<file path="config.mk">
export PLATFORM = sky130hd
export DESIGN_NAME = drosc_top
export DESIGN_NICKNAME = d
export VERILOG_FILES = /design/src/verilog/drosc_pkg.sv /design/src/verilog/drosc_lane.sv /design/src/verilog/drosc_top.sv
export SDC_FILE = /design/constraint.sdc
export NUM_CORES = 1
export LEC_CHECK = 0
export BUFFER_PORTS_ARGS = -buffer_cell sky130_fd_sc_hd__buf_4
export CORE_ASPECT_RATIO = 1.5
export CORE_UTILIZATION = 55
export DETAILED_ROUTE_END_ITERATION = 8
export PLACE_DENSITY = 0.76
export SKIP_CTS_REPAIR_TIMING = 1
export SYNTH_ARGS = -nofsm -noshare
export SYNTH_HDL_FRONTEND = slang
export SYNTH_SLANG_ARGS = --single-unit
</file>
<file path="constraint.sdc">
create_clock -name core_clk -period 4.3 [get_ports core_clk]
set_clock_uncertainty 0.2 [all_clocks]
set_input_delay 0.43 -clock core_clk [delete_from_list [all_inputs] [get_ports core_clk]]
set_output_delay 0.43 -clock core_clk [all_outputs]
set_load 0.1 [all_outputs]
</file>
<file path="src/verilog/drosc_pkg.sv">
package drosc_pkg;

  // ****************************************************************
  // widths
  // ****************************************************************
  localparam int unsigned REG_AW     = 8;
  localparam int unsigned REG_DW     = 8;
  localparam int unsigned DATA_W     = 16;
  localparam int unsigned OFS_W      = 13;
  localparam int unsigned OFS_LO_W   = 8;
  localparam int unsigned OFS_HI_W   = 5;
  localparam int unsigned NUM_CHAN   = 2;

  // ****************************************************************
  // register offsets
  // ****************************************************************
  localparam logic [REG_AW-1:0] ROUTING_SYNC_SELECT_ADDR    = 8'h13;
  localparam logic [REG_AW-1:0] CHAN_A_OFFSET_LOW_ADDR      = 8'h14;
  localparam logic [REG_AW-1:0] CHAN_B_OFFSET_LOW_ADDR      = 8'h15;
  localparam logic [REG_AW-1:0] CHAN_A_OFFSET_HIGH_ADDR     = 8'h16;
  localparam logic [REG_AW-1:0] CHAN_B_OFFSET_HIGH_SS_ADDR  = 8'h17;

  // ****************************************************************
  // reset values
  // ****************************************************************
  localparam logic [REG_DW-1:0] ROUTING_SYNC_SELECT_RST     = 8'h00;
  localparam logic [REG_DW-1:0] CHAN_A_OFFSET_LOW_RST       = 8'h00;
  localparam logic [REG_DW-1:0] CHAN_B_OFFSET_LOW_RST       = 8'h00;
  localparam logic [REG_DW-1:0] CHAN_A_OFFSET_HIGH_RST      = 8'h00;
  localparam logic [REG_DW-1:0] CHAN_B_OFFSET_HIGH_SS_RST   = 8'h00;
  localparam logic [REG_DW-1:0] UNMAPPED_READ_VAL           = 8'h00;

  // ****************************************************************
  // field positions
  // ****************************************************************
  localparam int unsigned COPY_A_TO_B_BIT     = 7;
  localparam int unsigned COPY_B_TO_A_BIT     = 6;
  localparam int unsigned SYNC_SRC_SEL_BIT    = 1;
  localparam int unsigned BIT_REVERSE_BIT     = 0;
  localparam int unsigned OFS_HI_MSB          = 7;
  localparam int unsigned OFS_HI_LSB          = 3;
  localparam int unsigned FOUR_PIN_SERIAL_BIT = 2;
  localparam int unsigned CLKPATH_SLEEP_A_BIT = 1;
  localparam int unsigned CLKPATH_SLEEP_B_BIT = 0;

  // sync source encodings
  localparam logic SYNC_SRC_STROBE = 1'b0;
  localparam logic SYNC_SRC_FRAME  = 1'b1;

  // channel indices
  localparam int unsigned CHAN_A = 0;
  localparam int unsigned CHAN_B = 1;

endpackage

</file>
<file path="src/verilog/drosc_lane.sv">
`timescale 1ns/1ps
`default_nettype none

// ****************************************************************
// one channel: offset correction added in converter lsbs
// ****************************************************************
module drosc_lane (
  // routed sample in
  input  wire logic [drosc_pkg::DATA_W-1:0] lane_data_in,
  // active two's complement offset
  input  wire logic [drosc_pkg::OFS_W-1:0]  lane_offset,
  // corrected sample out
  output logic      [drosc_pkg::DATA_W-1:0] lane_data_out
);
  import drosc_pkg::*;

  logic [DATA_W-1:0] offset_ext;

  // sign extend, then wrap-around add; the sum keeps the sample width
  always_comb begin
    offset_ext    = {{(DATA_W-OFS_W){lane_offset[OFS_W-1]}}, lane_offset};
    lane_data_out = lane_data_in + offset_ext;
  end

endmodule

`default_nettype wire

</file>
<file path="src/verilog/drosc_top.sv">
`timescale 1ns/1ps
`default_nettype none

module drosc_top (
  // clock and reset
  input  wire logic                          core_clk,
  input  wire logic                          rst,
  // register port from the serial control decoder
  input  wire logic                          reg_wr_en,
  input  wire logic                          reg_rd_en,
  input  wire logic [drosc_pkg::REG_AW-1:0]  reg_addr,
  input  wire logic [drosc_pkg::REG_DW-1:0]  reg_wdata,
  output logic      [drosc_pkg::REG_DW-1:0]  reg_rdata,
  output logic                               reg_rvalid,
  // channel samples in
  input  wire logic [drosc_pkg::DATA_W-1:0]  chan_a_data,
  input  wire logic [drosc_pkg::DATA_W-1:0]  chan_b_data,
  // converter samples out
  output logic      [drosc_pkg::DATA_W-1:0]  dac_a_data,
  output logic      [drosc_pkg::DATA_W-1:0]  dac_b_data,
  // synchronisation
  input  wire logic                          external_sync_strobe,
  input  wire logic                          frame_fifo_marker,
  input  wire logic                          clkdiv_sync_enable,
  output logic                               multi_sync_pulse,
  output logic                               clkdiv_sync_pulse,
  output logic                               offset_autosync,
  // static controls to the rest of the chip
  output logic                               four_pin_serial_select,
  output logic                               clkpath_en_a,
  output logic                               clkpath_en_b
);
  import drosc_pkg::*;

  // ****************************************************************
  // register file
  // ****************************************************************
  // map: 0x13 routing and sync select, 0x14/0x15 low offset bytes,
  // 0x16/0x17 upper offset bits; 0x17 bits 2:0 are serial and sleep
  // controls; every bit of every register is read/write
  logic [REG_DW-1:0] routing_sync_select_r, routing_sync_select_nxt;
  logic [REG_DW-1:0] chan_a_offset_low_r,   chan_a_offset_low_nxt;
  logic [REG_DW-1:0] chan_b_offset_low_r,   chan_b_offset_low_nxt;
  logic [REG_DW-1:0] chan_a_offset_high_r,  chan_a_offset_high_nxt;
  logic [REG_DW-1:0] chan_b_ofs_hi_ss_r,    chan_b_ofs_hi_ss_nxt;
  logic [REG_DW-1:0] reg_rdata_r,           reg_rdata_nxt;
  logic              reg_rvalid_r,          reg_rvalid_nxt;
  logic              autosync_hit;

  // writes store values; only the channel A low write triggers a load
  // unmapped writes fall through the default and change nothing
  always_comb begin
    routing_sync_select_nxt = routing_sync_select_r;
    chan_a_offset_low_nxt   = chan_a_offset_low_r;
    chan_b_offset_low_nxt   = chan_b_offset_low_r;
    chan_a_offset_high_nxt  = chan_a_offset_high_r;
    chan_b_ofs_hi_ss_nxt    = chan_b_ofs_hi_ss_r;
    autosync_hit            = 1'b0;
    if (reg_wr_en) begin
      unique case (reg_addr)
        ROUTING_SYNC_SELECT_ADDR:   routing_sync_select_nxt = reg_wdata;
        CHAN_A_OFFSET_LOW_ADDR: begin
          chan_a_offset_low_nxt = reg_wdata;
          autosync_hit          = 1'b1;
        end
        CHAN_B_OFFSET_LOW_ADDR:     chan_b_offset_low_nxt  = reg_wdata;
        CHAN_A_OFFSET_HIGH_ADDR:    chan_a_offset_high_nxt = reg_wdata;
        CHAN_B_OFFSET_HIGH_SS_ADDR: chan_b_ofs_hi_ss_nxt   = reg_wdata;
        default: begin
        end
      endcase
    end
  end

  // read data, one cycle after the read strobe; holes read as zero
  // rdata holds between reads so a slow decoder can still pick it up
  always_comb begin
    reg_rvalid_nxt = reg_rd_en;
    reg_rdata_nxt  = reg_rdata_r;
    if (reg_rd_en) begin
      unique case (reg_addr)
        ROUTING_SYNC_SELECT_ADDR:   reg_rdata_nxt = routing_sync_select_r;
        CHAN_A_OFFSET_LOW_ADDR:     reg_rdata_nxt = chan_a_offset_low_r;
        CHAN_B_OFFSET_LOW_ADDR:     reg_rdata_nxt = chan_b_offset_low_r;
        CHAN_A_OFFSET_HIGH_ADDR:    reg_rdata_nxt = chan_a_offset_high_r;
        CHAN_B_OFFSET_HIGH_SS_ADDR: reg_rdata_nxt = chan_b_ofs_hi_ss_r;
        default:                    reg_rdata_nxt = UNMAPPED_READ_VAL;
      endcase
    end
  end

  // register file flops
  // all registers share one synchronous reset, released together
  always_ff @(posedge core_clk) begin
    if (rst) begin
      routing_sync_select_r <= ROUTING_SYNC_SELECT_RST;
      chan_a_offset_low_r   <= CHAN_A_OFFSET_LOW_RST;
      chan_b_offset_low_r   <= CHAN_B_OFFSET_LOW_RST;
      chan_a_offset_high_r  <= CHAN_A_OFFSET_HIGH_RST;
      chan_b_ofs_hi_ss_r    <= CHAN_B_OFFSET_HIGH_SS_RST;
      reg_rdata_r           <= UNMAPPED_READ_VAL;
      reg_rvalid_r          <= 1'b0;
    end else begin
      routing_sync_select_r <= routing_sync_select_nxt;
      chan_a_offset_low_r   <= chan_a_offset_low_nxt;
      chan_b_offset_low_r   <= chan_b_offset_low_nxt;
      chan_a_offset_high_r  <= chan_a_offset_high_nxt;
      chan_b_ofs_hi_ss_r    <= chan_b_ofs_hi_ss_nxt;
      reg_rdata_r           <= reg_rdata_nxt;
      reg_rvalid_r          <= reg_rvalid_nxt;
    end
  end

  assign reg_rdata  = reg_rdata_r;
  assign reg_rvalid = reg_rvalid_r;

  // ****************************************************************
  // active offsets, loaded only by autosync
  // ****************************************************************
  // the stored bytes are only a staging area; the lanes see the active
  // copy, so a half-written offset never reaches the converters
  logic [OFS_W-1:0] act_ofs_a_r, act_ofs_a_nxt;
  logic [OFS_W-1:0] act_ofs_b_r, act_ofs_b_nxt;
  logic             autosync_r,  autosync_nxt;

  // the load takes the incoming low byte of A plus the three stored bytes,
  // so a single write both stores and applies in the same edge
  always_comb begin
    act_ofs_a_nxt = act_ofs_a_r;
    act_ofs_b_nxt = act_ofs_b_r;
    autosync_nxt  = autosync_hit;
    if (autosync_hit) begin
      act_ofs_a_nxt = {chan_a_offset_high_r[OFS_HI_MSB:OFS_HI_LSB],
                       chan_a_offset_low_nxt};
      act_ofs_b_nxt = {chan_b_ofs_hi_ss_r[OFS_HI_MSB:OFS_HI_LSB],
                       chan_b_offset_low_r};
    end
  end

  // active offset flops
  // reset clears the active copy too, so no stale offset survives it
  always_ff @(posedge core_clk) begin
    if (rst) begin
      act_ofs_a_r <= '0;
      act_ofs_b_r <= '0;
      autosync_r  <= 1'b0;
    end else begin
      act_ofs_a_r <= act_ofs_a_nxt;
      act_ofs_b_r <= act_ofs_b_nxt;
      autosync_r  <= autosync_nxt;
    end
  end

  // one-cycle strobe telling the rest of the chip the offsets changed
  assign offset_autosync = autosync_r;

  // ****************************************************************
  // data path: reverse, route, correct
  // ****************************************************************
  // order is fixed: mirror first, then route, then offset; one register
  // stage from sample in to converter out keeps both channels aligned
  logic [DATA_W-1:0] rev_a, rev_b;
  logic [DATA_W-1:0] route_a, route_b;
  // lane arrays let one generate loop serve both channels
  logic [DATA_W-1:0] lane_in  [NUM_CHAN];
  logic [DATA_W-1:0] lane_out [NUM_CHAN];
  logic [OFS_W-1:0]  lane_ofs [NUM_CHAN];
  logic [DATA_W-1:0] dac_a_r, dac_a_nxt;
  logic [DATA_W-1:0] dac_b_r, dac_b_nxt;
  logic              copy_a2b, copy_b2a, bit_rev;

  assign copy_a2b = routing_sync_select_r[COPY_A_TO_B_BIT];
  assign copy_b2a = routing_sync_select_r[COPY_B_TO_A_BIT];
  assign bit_rev  = routing_sync_select_r[BIT_REVERSE_BIT];

  // bit mirror of each input word
  genvar gi;
  generate
    for (gi = 0; gi < DATA_W; gi++) begin : g_rev
      assign rev_a[gi] = bit_rev ? chan_a_data[DATA_W-1-gi] : chan_a_data[gi];
      assign rev_b[gi] = bit_rev ? chan_b_data[DATA_W-1-gi] : chan_b_data[gi];
    end
  endgenerate

  // routing; copy-A-to-B checked first so A keeps its own data when both set
  always_comb begin
    route_a = rev_a;
    route_b = rev_b;
    if (copy_a2b) begin
      route_b = rev_a;
    end else if (copy_b2a) begin
      route_a = rev_b;
    end
  end

  assign lane_in[CHAN_A]  = route_a;
  assign lane_in[CHAN_B]  = route_b;
  assign lane_ofs[CHAN_A] = act_ofs_a_r;
  assign lane_ofs[CHAN_B] = act_ofs_b_r;

  // one offset adder per channel
  // routing happens before the adders, so each adds the offset of the
  // converter it feeds, not that of the source channel
  generate
    for (gi = 0; gi < NUM_CHAN; gi++) begin : g_lane
      drosc_lane drosc_lane_i (
        .lane_data_in  (lane_in[gi]),
        .lane_offset   (lane_ofs[gi]),
        .lane_data_out (lane_out[gi])
      );
    end
  endgenerate

  // ****************************************************************
  // clock-path gating and static controls
  // ****************************************************************
  // the gate itself sits outside this slice; here it is an enable out
  // plus a frozen output, which is what the converter would see
  logic clkpath_en_a_r, clkpath_en_a_nxt;
  logic clkpath_en_b_r, clkpath_en_b_nxt;
  logic four_pin_r,     four_pin_nxt;

  // a sleeping path freezes its output; keep A awake if logic needs its clock
  // enables lag the register by one cycle, the frozen output by two
  always_comb begin
    clkpath_en_a_nxt = ~chan_b_ofs_hi_ss_r[CLKPATH_SLEEP_A_BIT];
    clkpath_en_b_nxt = ~chan_b_ofs_hi_ss_r[CLKPATH_SLEEP_B_BIT];
    four_pin_nxt     = chan_b_ofs_hi_ss_r[FOUR_PIN_SERIAL_BIT];
    dac_a_nxt        = clkpath_en_a_r ? lane_out[CHAN_A] : dac_a_r;
    dac_b_nxt        = clkpath_en_b_r ? lane_out[CHAN_B] : dac_b_r;
  end

  // output and control flops
  always_ff @(posedge core_clk) begin
    if (rst) begin
      clkpath_en_a_r <= 1'b1;
      clkpath_en_b_r <= 1'b1;
      four_pin_r     <= 1'b0;
      dac_a_r        <= '0;
      dac_b_r        <= '0;
    end else begin
      clkpath_en_a_r <= clkpath_en_a_nxt;
      clkpath_en_b_r <= clkpath_en_b_nxt;
      four_pin_r     <= four_pin_nxt;
      dac_a_r        <= dac_a_nxt;
      dac_b_r        <= dac_b_nxt;
    end
  end

  assign clkpath_en_a           = clkpath_en_a_r;
  assign clkpath_en_b           = clkpath_en_b_r;
  assign four_pin_serial_select = four_pin_r;
  assign dac_a_data             = dac_a_r;
  assign dac_b_data             = dac_b_r;

  // ****************************************************************
  // sync source selection
  // ****************************************************************
  // pulses are passed through, not stretched; a source held high stays
  // high on the output for as long as it stands
  logic multi_sync_r, multi_sync_nxt;
  logic div_sync_r,   div_sync_nxt;

  // chosen source feeds device sync always, divider sync only when enabled
  // the divider enable is a level input owned by another register slice
  always_comb begin
    multi_sync_nxt = (routing_sync_select_r[SYNC_SRC_SEL_BIT] == SYNC_SRC_FRAME)
                     ? frame_fifo_marker : external_sync_strobe;
    div_sync_nxt   = clkdiv_sync_enable & multi_sync_nxt;
  end

  // sync flops
  always_ff @(posedge core_clk) begin
    if (rst) begin
      multi_sync_r <= 1'b0;
      div_sync_r   <= 1'b0;
    end else begin
      multi_sync_r <= multi_sync_nxt;
      div_sync_r   <= div_sync_nxt;
    end
  end

  assign multi_sync_pulse  = multi_sync_r;
  assign clkdiv_sync_pulse = div_sync_r;

endmodule

`default_nettype wire
</file>
Yosys cells after proc, flatten, opt, wreduce, memory -nomap -nowiden
Index checks and enable logic that the tools add are counted.

word-level totals
  register bits after elaboration = 113
  input port bits = 55
  output and inout bits = 47
  logic and storage cells = 72

operators by class
  add/subtract/negate cells = 2
  eq/ne operators = 5
  mux-type cells = 41
  bitwise gates (word level) = 3
  reduce and logical (&&, ||, !) cells = 4

operators by type and width
  kind                number
  $mux 16             3
  $eq 8x5->1 const B  5
  $pmux 8 s5          1
  $mux 1              35
  $add 16x16->16      2
  $mux 8              2
  $reduce_and 2->1    4
  $not 1->1           2
  $and 1x1->1         1

Depth between registers and ports, before layout
Gate-level depths: netlist of the first run.

  depth after elaboration = 4
  mapped depth = 13
  mapped depth without buffers = 10

By module
Synthesis of the first run repeated with hierarchy kept, for this count alone.

second synthesis, totals
  cells, all modules = 699
  area total of the unflattened synthesis = 6502.5 um^2

by module, submodules not included
  module                               instances  cells an instance  area an instance (um^2)  sequential area each (um^2)
  drosc_top                            1          500                5032.3                   2262.2
  drosc_lane (g_lane[1].drosc_lane_i)  1          101                745.7                    0.0
  drosc_lane (g_lane[0].drosc_lane_i)  1          98                 724.4                    0.0

Worst setup path before layout of the first run
OpenSTA, ideal clock, no wires.

  path kind = reg2reg
  start point = register routing_sync_select_r[0]
  end point = register dac_b_r[13] (netlist: dac_b_data[13])
  library setup time = 0.074 ns
  arrival = 2.907 ns
  slack = 1.119 ns
  cell stages (with the launch flop) = 11
  buffers on the path = 3
  period minus slack after synthesis = 3.181 ns
  cells stage by stage = dfxtp_1 buf_2 buf_2 buf_1 mux4_2 ha_1 a21o_1 o21bai_1 o21a_1 or3_1 a31oi_1

on the way
  longest elaborated chain between the ends = 3
  elaborated cells on any way between the ends = 30

RTL lines
  element                    RTL line                            source
  from (decl)                drosc_top.sv:41                     logic [REG_DW-1:0] routing_sync_select_r, routing_sync_select_nxt;
  from (signal assigned)     drosc_top.sv:104                    routing_sync_select_r <= routing_sync_select_nxt;
  $mux 1 (on tied branches)  drosc_top.sv:181, drosc_top.sv:180
  $mux 16 (*)                drosc_top.sv:189                    if (copy_a2b) begin
  $add 16x16->16 (*)         drosc_lane.sv:22                    lane_data_out = lane_data_in + offset_ext;
  to (signal assigned)       drosc_top.sv:246                    dac_b_r <= dac_b_nxt;
  to (decl)                  drosc_top.sv:169                    logic [DATA_W-1:0] dac_b_r, dac_b_nxt;

Every way passes the cells marked *; elsewhere a longest branch is shown, timed or not.
A chain may end at the register's enable or synchronous reset.

Worst setup path in the final report of the first run
  start point = register routing_sync_select_r[0]
  end point = register dac_b_r[11] (netlist: dac_b_data[11])

Same word-level chain as after synthesis.

==> metrics.csv, run 1 <==
metric;value;unit
Synth area leader;dfxtp_1;
CTS tree;built;
post-synthesis sequential area ratio;34.74;%
CTS sink count;113;
Worst-Margin Slew;1.232;ns
PnR worst setup slack;1.052;ns
post-layout min period;3.248;ns
GRT Residual Overflow;0;
GRT Resource Usage Total;31.06;%
critical path fanouts, max;24;
wire length per cell;19.82;um
syn_nets;796;
vias in the first global route;5703;
Required @ worst endpoint;4.47;ns
Worst setup EP type;register;
worst min-delay path category;in -> reg;
CP bufs+invs;1;
unrepaired setup endpoints after global routing;no;
Post-synth top cells;dfxtp_1, nand2_1, nor2_1;
Antenna Nets Post-Route;0;
Clk Latency, worst-skew pair;0.42;ns
Top FF cell, synth;dfxtp_1;
peak supply drop;0.4516;mV
Area after DPL;0.007341;mm^2
kind of critical path;reg -> reg;
period utilization;75.53;%
Rows;48;
yosys warns;0;
post-synth top area share;34.74;%
ANT cells;0;
CTS Buffer Depth;2;
clock-pin slew on the worst setup and hold paths;0.06;ns
detail-routed via count per cell;6.186;
final hold viol count;0;
Leak;3.345;nW
first-pass GRT wire length;29300;um
Mapped Avg Cell Area;9.185;um^2
ys async rst share;0;%
Post-synth EDFFs;0;
initial drt markers;381;
Multi-input gate area;0.004026;mm^2
Inserted Clock Buffers;17;
CP Launch Type;register;
setup tns final;0;ns
Peak Freq;307.9;MHz
post-route cell area;0.007925;mm^2
pre-CTS setup slack;1.104;ns
final layout net count;885;
top cells by area, synth;dfxtp_1, mux2i_1, mux4_2;
H-tree levels;4;
Synth Register Bits;113;
critical-path cell list;buf_4 > mux4_2 > ha_1 > a21o_1 > o21bai_1 > o21a_1 > a2111oi_0 > a211o_1;
initial cell density of the core;56.48;%
first-pass detailed-route iteration total;6;
die span in x;90.85;um
PortBufs;101;
# setup viols final;0;
Total Wirelength;19050;um
count leader, synth;dfxtp_1;
Max-Cap Viols;0;
Storage cell area;0.002263;mm^2
hpwl dp;13850;um
max incr delay on CP;0.49;ns
chip height;135.3;um
Critical-path top delay cell;dfxtp_2;
fraction of layout cells with a size suffix above 1;22.93;%
# fillers;959;
clk root buf;clkbuf_16;
area grow syn2layout;21.69;%
Max Slew Vio Count;0;
status;complete, no violations;
die area;0.01229;mm^2
Syn Inst Count;709;
Ports;102;
Synth Cell Area;0.006512;mm^2
Synth cell types;67;
Residual DRC;0;
Core ar.;0.01153;mm^2
Slew Limit Headroom;17.85;%
initial antenna violation count;0;
Critical Path AT;3.42;ns
largest net degree at the start of global routing;82;
Final GP Congestion;0.9287;
DR vias;5945;
crit-path leading delay family;compound AO/OA/AOI/OAI gates;
power per cell area;360.0;mW/mm^2
[worst reg2reg max path, delay by kind of cell, from the launching register on]
| kind | cells | cell delay, ns |
|---|---|---|
| compound gates | 5 | 1.32 |
| flops | 1 | 0.49 |
| buf+inv | 1 | 0.41 |
| mux | 1 | 0.40 |
| fa+ha+maj | 1 | 0.37 |
[power by group]
group	switching (mW)	internal, mW
logic	0.252	0.116
clock network	0.581	0.830
registers	0.00978	1.07
[path summary, 6_finish.rpt]
kind | from | to | slack (ns) | depth (start not counted)
min | clkdiv_sync_enable | clkdiv_sync_pulse$_SDFF_PP0_ | 0.009 | 2
max | routing_sync_select_r[0]$_SDFFE_PP0P_ | dac_b_data[11]$_SDFFE_PP0P_ | 1.05 | 8
min reg2reg | chan_b_ofs_hi_ss_r[1]$_SDFFE_PP0P_ | clkpath_en_a$_SDFF_PP1_ | 0.23 | 1
max reg2reg | routing_sync_select_r[0]$_SDFFE_PP0P_ | dac_b_data[11]$_SDFFE_PP0P_ | 1.05 | 8
[cell usage in the layout (no fill, tap or decap), drive strengths merged, types with 22 or more instances in the layout]
master,n
o21ai,22
a21oi,70
buf,108
nand2b,22
mux2i,70
ha,30
dfxtp,113
mux4,26
nor2,74
nand2,79
[per-stage QoR]
step / utilization, % / hold WS (ns) / instances / power [mW]
CTS: 68.73 / 0.006395 / 961 / 2.859
global placement: 63.66 / 0.1952 / 929 / 1.459
floorplan: - / 0.1795 / 709 / 1.344
detailed placement: 63.66 / 0.2080 / 929 / 1.461
finish: 68.73 / 0.008705 / 961 / 2.853
global route: 68.73 / 0.01375 / 961 / 2.928
[state kept, by name, indices dropped and copies added (netlist names)]
signal                  cells
act_ofs_a_r                13
act_ofs_b_r                13
chan_a_offset_high_r        8
chan_a_offset_low_r         8
chan_b_offset_low_r         8
chan_b_ofs_hi_ss_r          8
clkdiv_sync_pulse           1
clkpath_en_a                1
clkpath_en_b                1
dac_a_data                 16
dac_b_data                 16
four_pin_serial_select      1
multi_sync_pulse            1
offset_autosync             1
reg_rdata                   8
reg_rvalid                  1
routing_sync_select_r       8
[routing by layer]
layer,vias to the layer above,share of wire (%),GRT usage (%)
li1,2786,-,-
met4,0,4.3,16.23
met1,2856,38,35.09
met3,55,6.7,7.407
met5,-,0,0
met2,248,51,54.25
[cells by family after synthesis]
| logic type | count (synthesis) | synth area share (%) |
|---|---|---|
| DFF | 113 | 34.74 |
| buffers and inverters | 52 | 3.439 |
| AOI/OAI and AO/OA | 173 | 16.98 |
| adders and majority gates | 32 | 6.379 |
| and+or+nand+nor | 230 | 16.81 |
| xor gates and xnor gates | 12 | 1.729 |
| muxes | 97 | 19.92 |
[final cells by class]
cell class,count,share of cell area (%)
clock inverters,14,1.831
clock buffers,18,5.542
inverters,14,0.6631
well taps,150,2.368
multi-input cells,544,50.81
repair buffers,108,10.23
flip-flops and latches,113,28.56
Note: power is estimated with default switching activity, not from simulation.
==> run 2: changes to the inputs <==
--- a/config.mk
+++ b/config.mk
@@ -5,11 +5,12 @@
 export SDC_FILE = /design/constraint.sdc
 export NUM_CORES = 1
 export LEC_CHECK = 0
+export ABC_AREA = 1
 export BUFFER_PORTS_ARGS = -buffer_cell sky130_fd_sc_hd__buf_4
 export CORE_ASPECT_RATIO = 1.5
-export CORE_UTILIZATION = 55
+export CORE_UTILIZATION = 52
 export DETAILED_ROUTE_END_ITERATION = 8
-export PLACE_DENSITY = 0.76
+export PLACE_DENSITY = 0.75
 export SKIP_CTS_REPAIR_TIMING = 1
 export SYNTH_ARGS = -nofsm -noshare
 export SYNTH_HDL_FRONTEND = slang
==> constraint.sdc (replaced) <==
create_clock -name core_clk -period 2.8 [get_ports core_clk]
set_clock_uncertainty 0.2 [all_clocks]
set_input_delay 0.28 -clock core_clk [delete_from_list [all_inputs] [get_ports core_clk]]
set_output_delay 0.28 -clock core_clk [all_outputs]
set_load 0.1 [all_outputs]
==> metrics.csv, run 2 <==
metric;value;unit
# fillers;1211;
Ports;102;
clk root buf;clkbuf_16;
Total Wirelength;19740;um
Leak;4.313;nW
Clk Latency, worst-skew pair;0.42;ns
setup tns final;0;ns
PnR worst setup slack;0.1661;ns
CTS tree;built;
Syn Inst Count;1069;
vias in the first global route;6478;
period utilization;94.07;%
GRT Residual Overflow;0;
clock-pin slew on the worst setup and hold paths;0.07;ns
Synth Register Bits;113;
initial cell density of the core;53.20;%
post-synthesis sequential area ratio;32.66;%
worst min-delay path category;in -> reg;
area grow syn2layout;23.60;%
Util after Layout;65.75;%
reg-to-reg endpoint;dac_b_data[8]$_SDFFE_PP0P_;
Residual DRC;0;
Post-synth top cells;nand2_1, inv_1, dfxtp_1;
die span in x;96.23;um
initial drt markers;373;
Antenna Nets Post-Route;0;
detail-routed via count per cell;5.335;
Worst-Margin Slew;0.6756;ns
Core ar.;0.01302;mm^2
Multi-input gate area;0.003911;mm^2
final layout net count;1267;
Synth cell types;35;
fraction of layout cells with a size suffix above 1;15.09;%
ys async rst share;0;%
WHS;0.004462;ns
DR vias;7213;
count leader, synth;nand2_1;
H-tree levels;4;
Mapped Avg Cell Area;6.478;um^2
most frequent cells in the layout;nand2_1, inv_1, buf_4;
Top FF cell, synth;dfxtp_1;
die area;0.01379;mm^2
Peak Freq;379.7;MHz
post-route cell area;0.008559;mm^2
top cells by area, synth;dfxtp_1, nand2_1, inv_1;
CTS Buffer Depth;2;
Rows;51;
FF-to-FF setup slack;0.17;ns
crit path from;routing_sync_select_r[7]$_SDFFE_PP0P_;
yosys warns;0;
CTS sink count;113;
CP Launch Type;register;
Worst Hold Path Cells;3;
Final Instance Count excl. Fillers;1352;
GRT Resource Usage Total;29.20;%
ANT cells;0;
wire length per cell;14.60;um
peak supply drop;0.4374;mV
kind of critical path;reg -> reg;
worst r2r path cells;13;
status;complete, no violations;
Hold Path Sink;chan_b_ofs_hi_ss_r[1]$_SDFFE_PP0P_;
Required @ worst endpoint;2.97;ns
Synth Cell Area;0.006925;mm^2
Storage cell area;0.002266;mm^2
PortBufs;101;
Post-synth EDFFs;0;
Max-Cap Viols;0;
Pwr Total;4.399;mW
Worst setup EP type;register;
first-pass detailed-route iteration total;6;
Area after DPL;0.007821;mm^2
placed cells;1304;
initial antenna violation count;0;
hold wc startpoint;reg_wr_en;
post-synth top area share;32.66;%
Slew Limit Headroom;54.96;%
# setup viols final;0;
Critical Path AT;2.81;ns
pre-CTS setup slack;0.08403;ns
Final GP Congestion;0.9661;
post-layout min period;2.634;ns
hpwl dp;14730;um
first-pass GRT wire length;30780;um
Max Slew Vio Count;0;
power per cell area;514.0;mW/mm^2
critical path fanouts, max;5;
most common cell after layout, fill and taps aside;nand2_1;
chip height;143.3;um
FF-to-FF Start;routing_sync_select_r[7]$_SDFFE_PP0P_;
Synth area leader;dfxtp_1;
final hold viol count;0;
Inserted Clock Buffers;17;
largest net degree at the start of global routing;62;
syn_nets;1156;
run 2: cell count changes after synthesis, sizes merged, moves of 21 or more:
cell / previous run / this run
inv: 13 / 152
nand2b: 22 / 0
a21oi: 70 / 91
nand3: 10 / 93
mux2i: 70 / 28
mux4: 26 / 0
o21ai: 22 / 84
nand2: 79 / 302
run 2: critical path: stages, from the launching register on:
cell and delay (ns):
dfxtp_1 0.41, inv_1 0.13, o21ai_0 0.29, ha_1 0.22, inv_1 0.05, fa_1 0.41, inv_1 0.09, nand3_1 0.07
nand3_1 0.16, a21oi_1 0.12, or2_2 0.28, nand3_1 0.07, nand2_1 0.06, inv_1 0.04
run 2: final cells by class:
class | instances | share of cell area [%]
clock buffers | 17 | 4.970
multi-input cells | 762 | 45.70
well taps | 159 | 2.324
repair buffers | 133 | 12.22
flip-flops and latches | 113 | 26.47
inverters | 153 | 6.724
clock inverters | 15 | 1.593
run 2: metal layers:
layer | vias to the layer above | routed length, um | GRT usage, %
li1 | 3659 | - | -
met1 | 3225 | 8003 | 34.33
met2 | 270 | 9715 | 50.02
met3 | 59 | 1080 | 4.497
met4 | 0 | 943 | 15.55
met5 | - | 0 | 0
run 2: power breakdown:
| group | switching [mW] | internal [mW] | leakage [nW] | total (mW) |
|---|---|---|---|---|
| combinational | 0.474 | 0.191 | 3.13 | 0.665 |
| sequential | 0.0174 | 1.64 | 0.922 | 1.66 |
| clock | 0.905 | 1.17 | 0.266 | 2.08 |
run 2: kinds of logic after synthesis:
family / after synthesis / share of synthesized area (%)
AOI/OAI and AO/OA: 185 / 13.68
adders and majority gates: 32 / 5.998
muxes: 28 / 4.047
buffers and inverters: 194 / 11.13
DFF: 113 / 32.66
xor gates and xnor gates: 6 / 0.7588
and+or+nand+nor: 511 / 31.73
run 2: how the worst max path moves through the flow:
| stage | endpoint | slack [ns] | cells past startpoint |
|---|---|---|---|
| after floorplan | dac_a_data[8]$_SDFFE_PP0P_ | 0.1 | 17 |
| after global placement | dac_a_data[13]$_SDFFE_PP0P_ | 0.12 | 15 |
| after detailed placement | dac_a_data[13]$_SDFFE_PP0P_ | 0.08 | 15 |
| after CTS | dac_a_data[9]$_SDFFE_PP0P_ | 0.08 | 15 |
| after global routing | dac_b_data[10]$_SDFFE_PP0P_ | -0.02 | 15 |
| final | dac_b_data[8]$_SDFFE_PP0P_ | 0.17 | 13 |
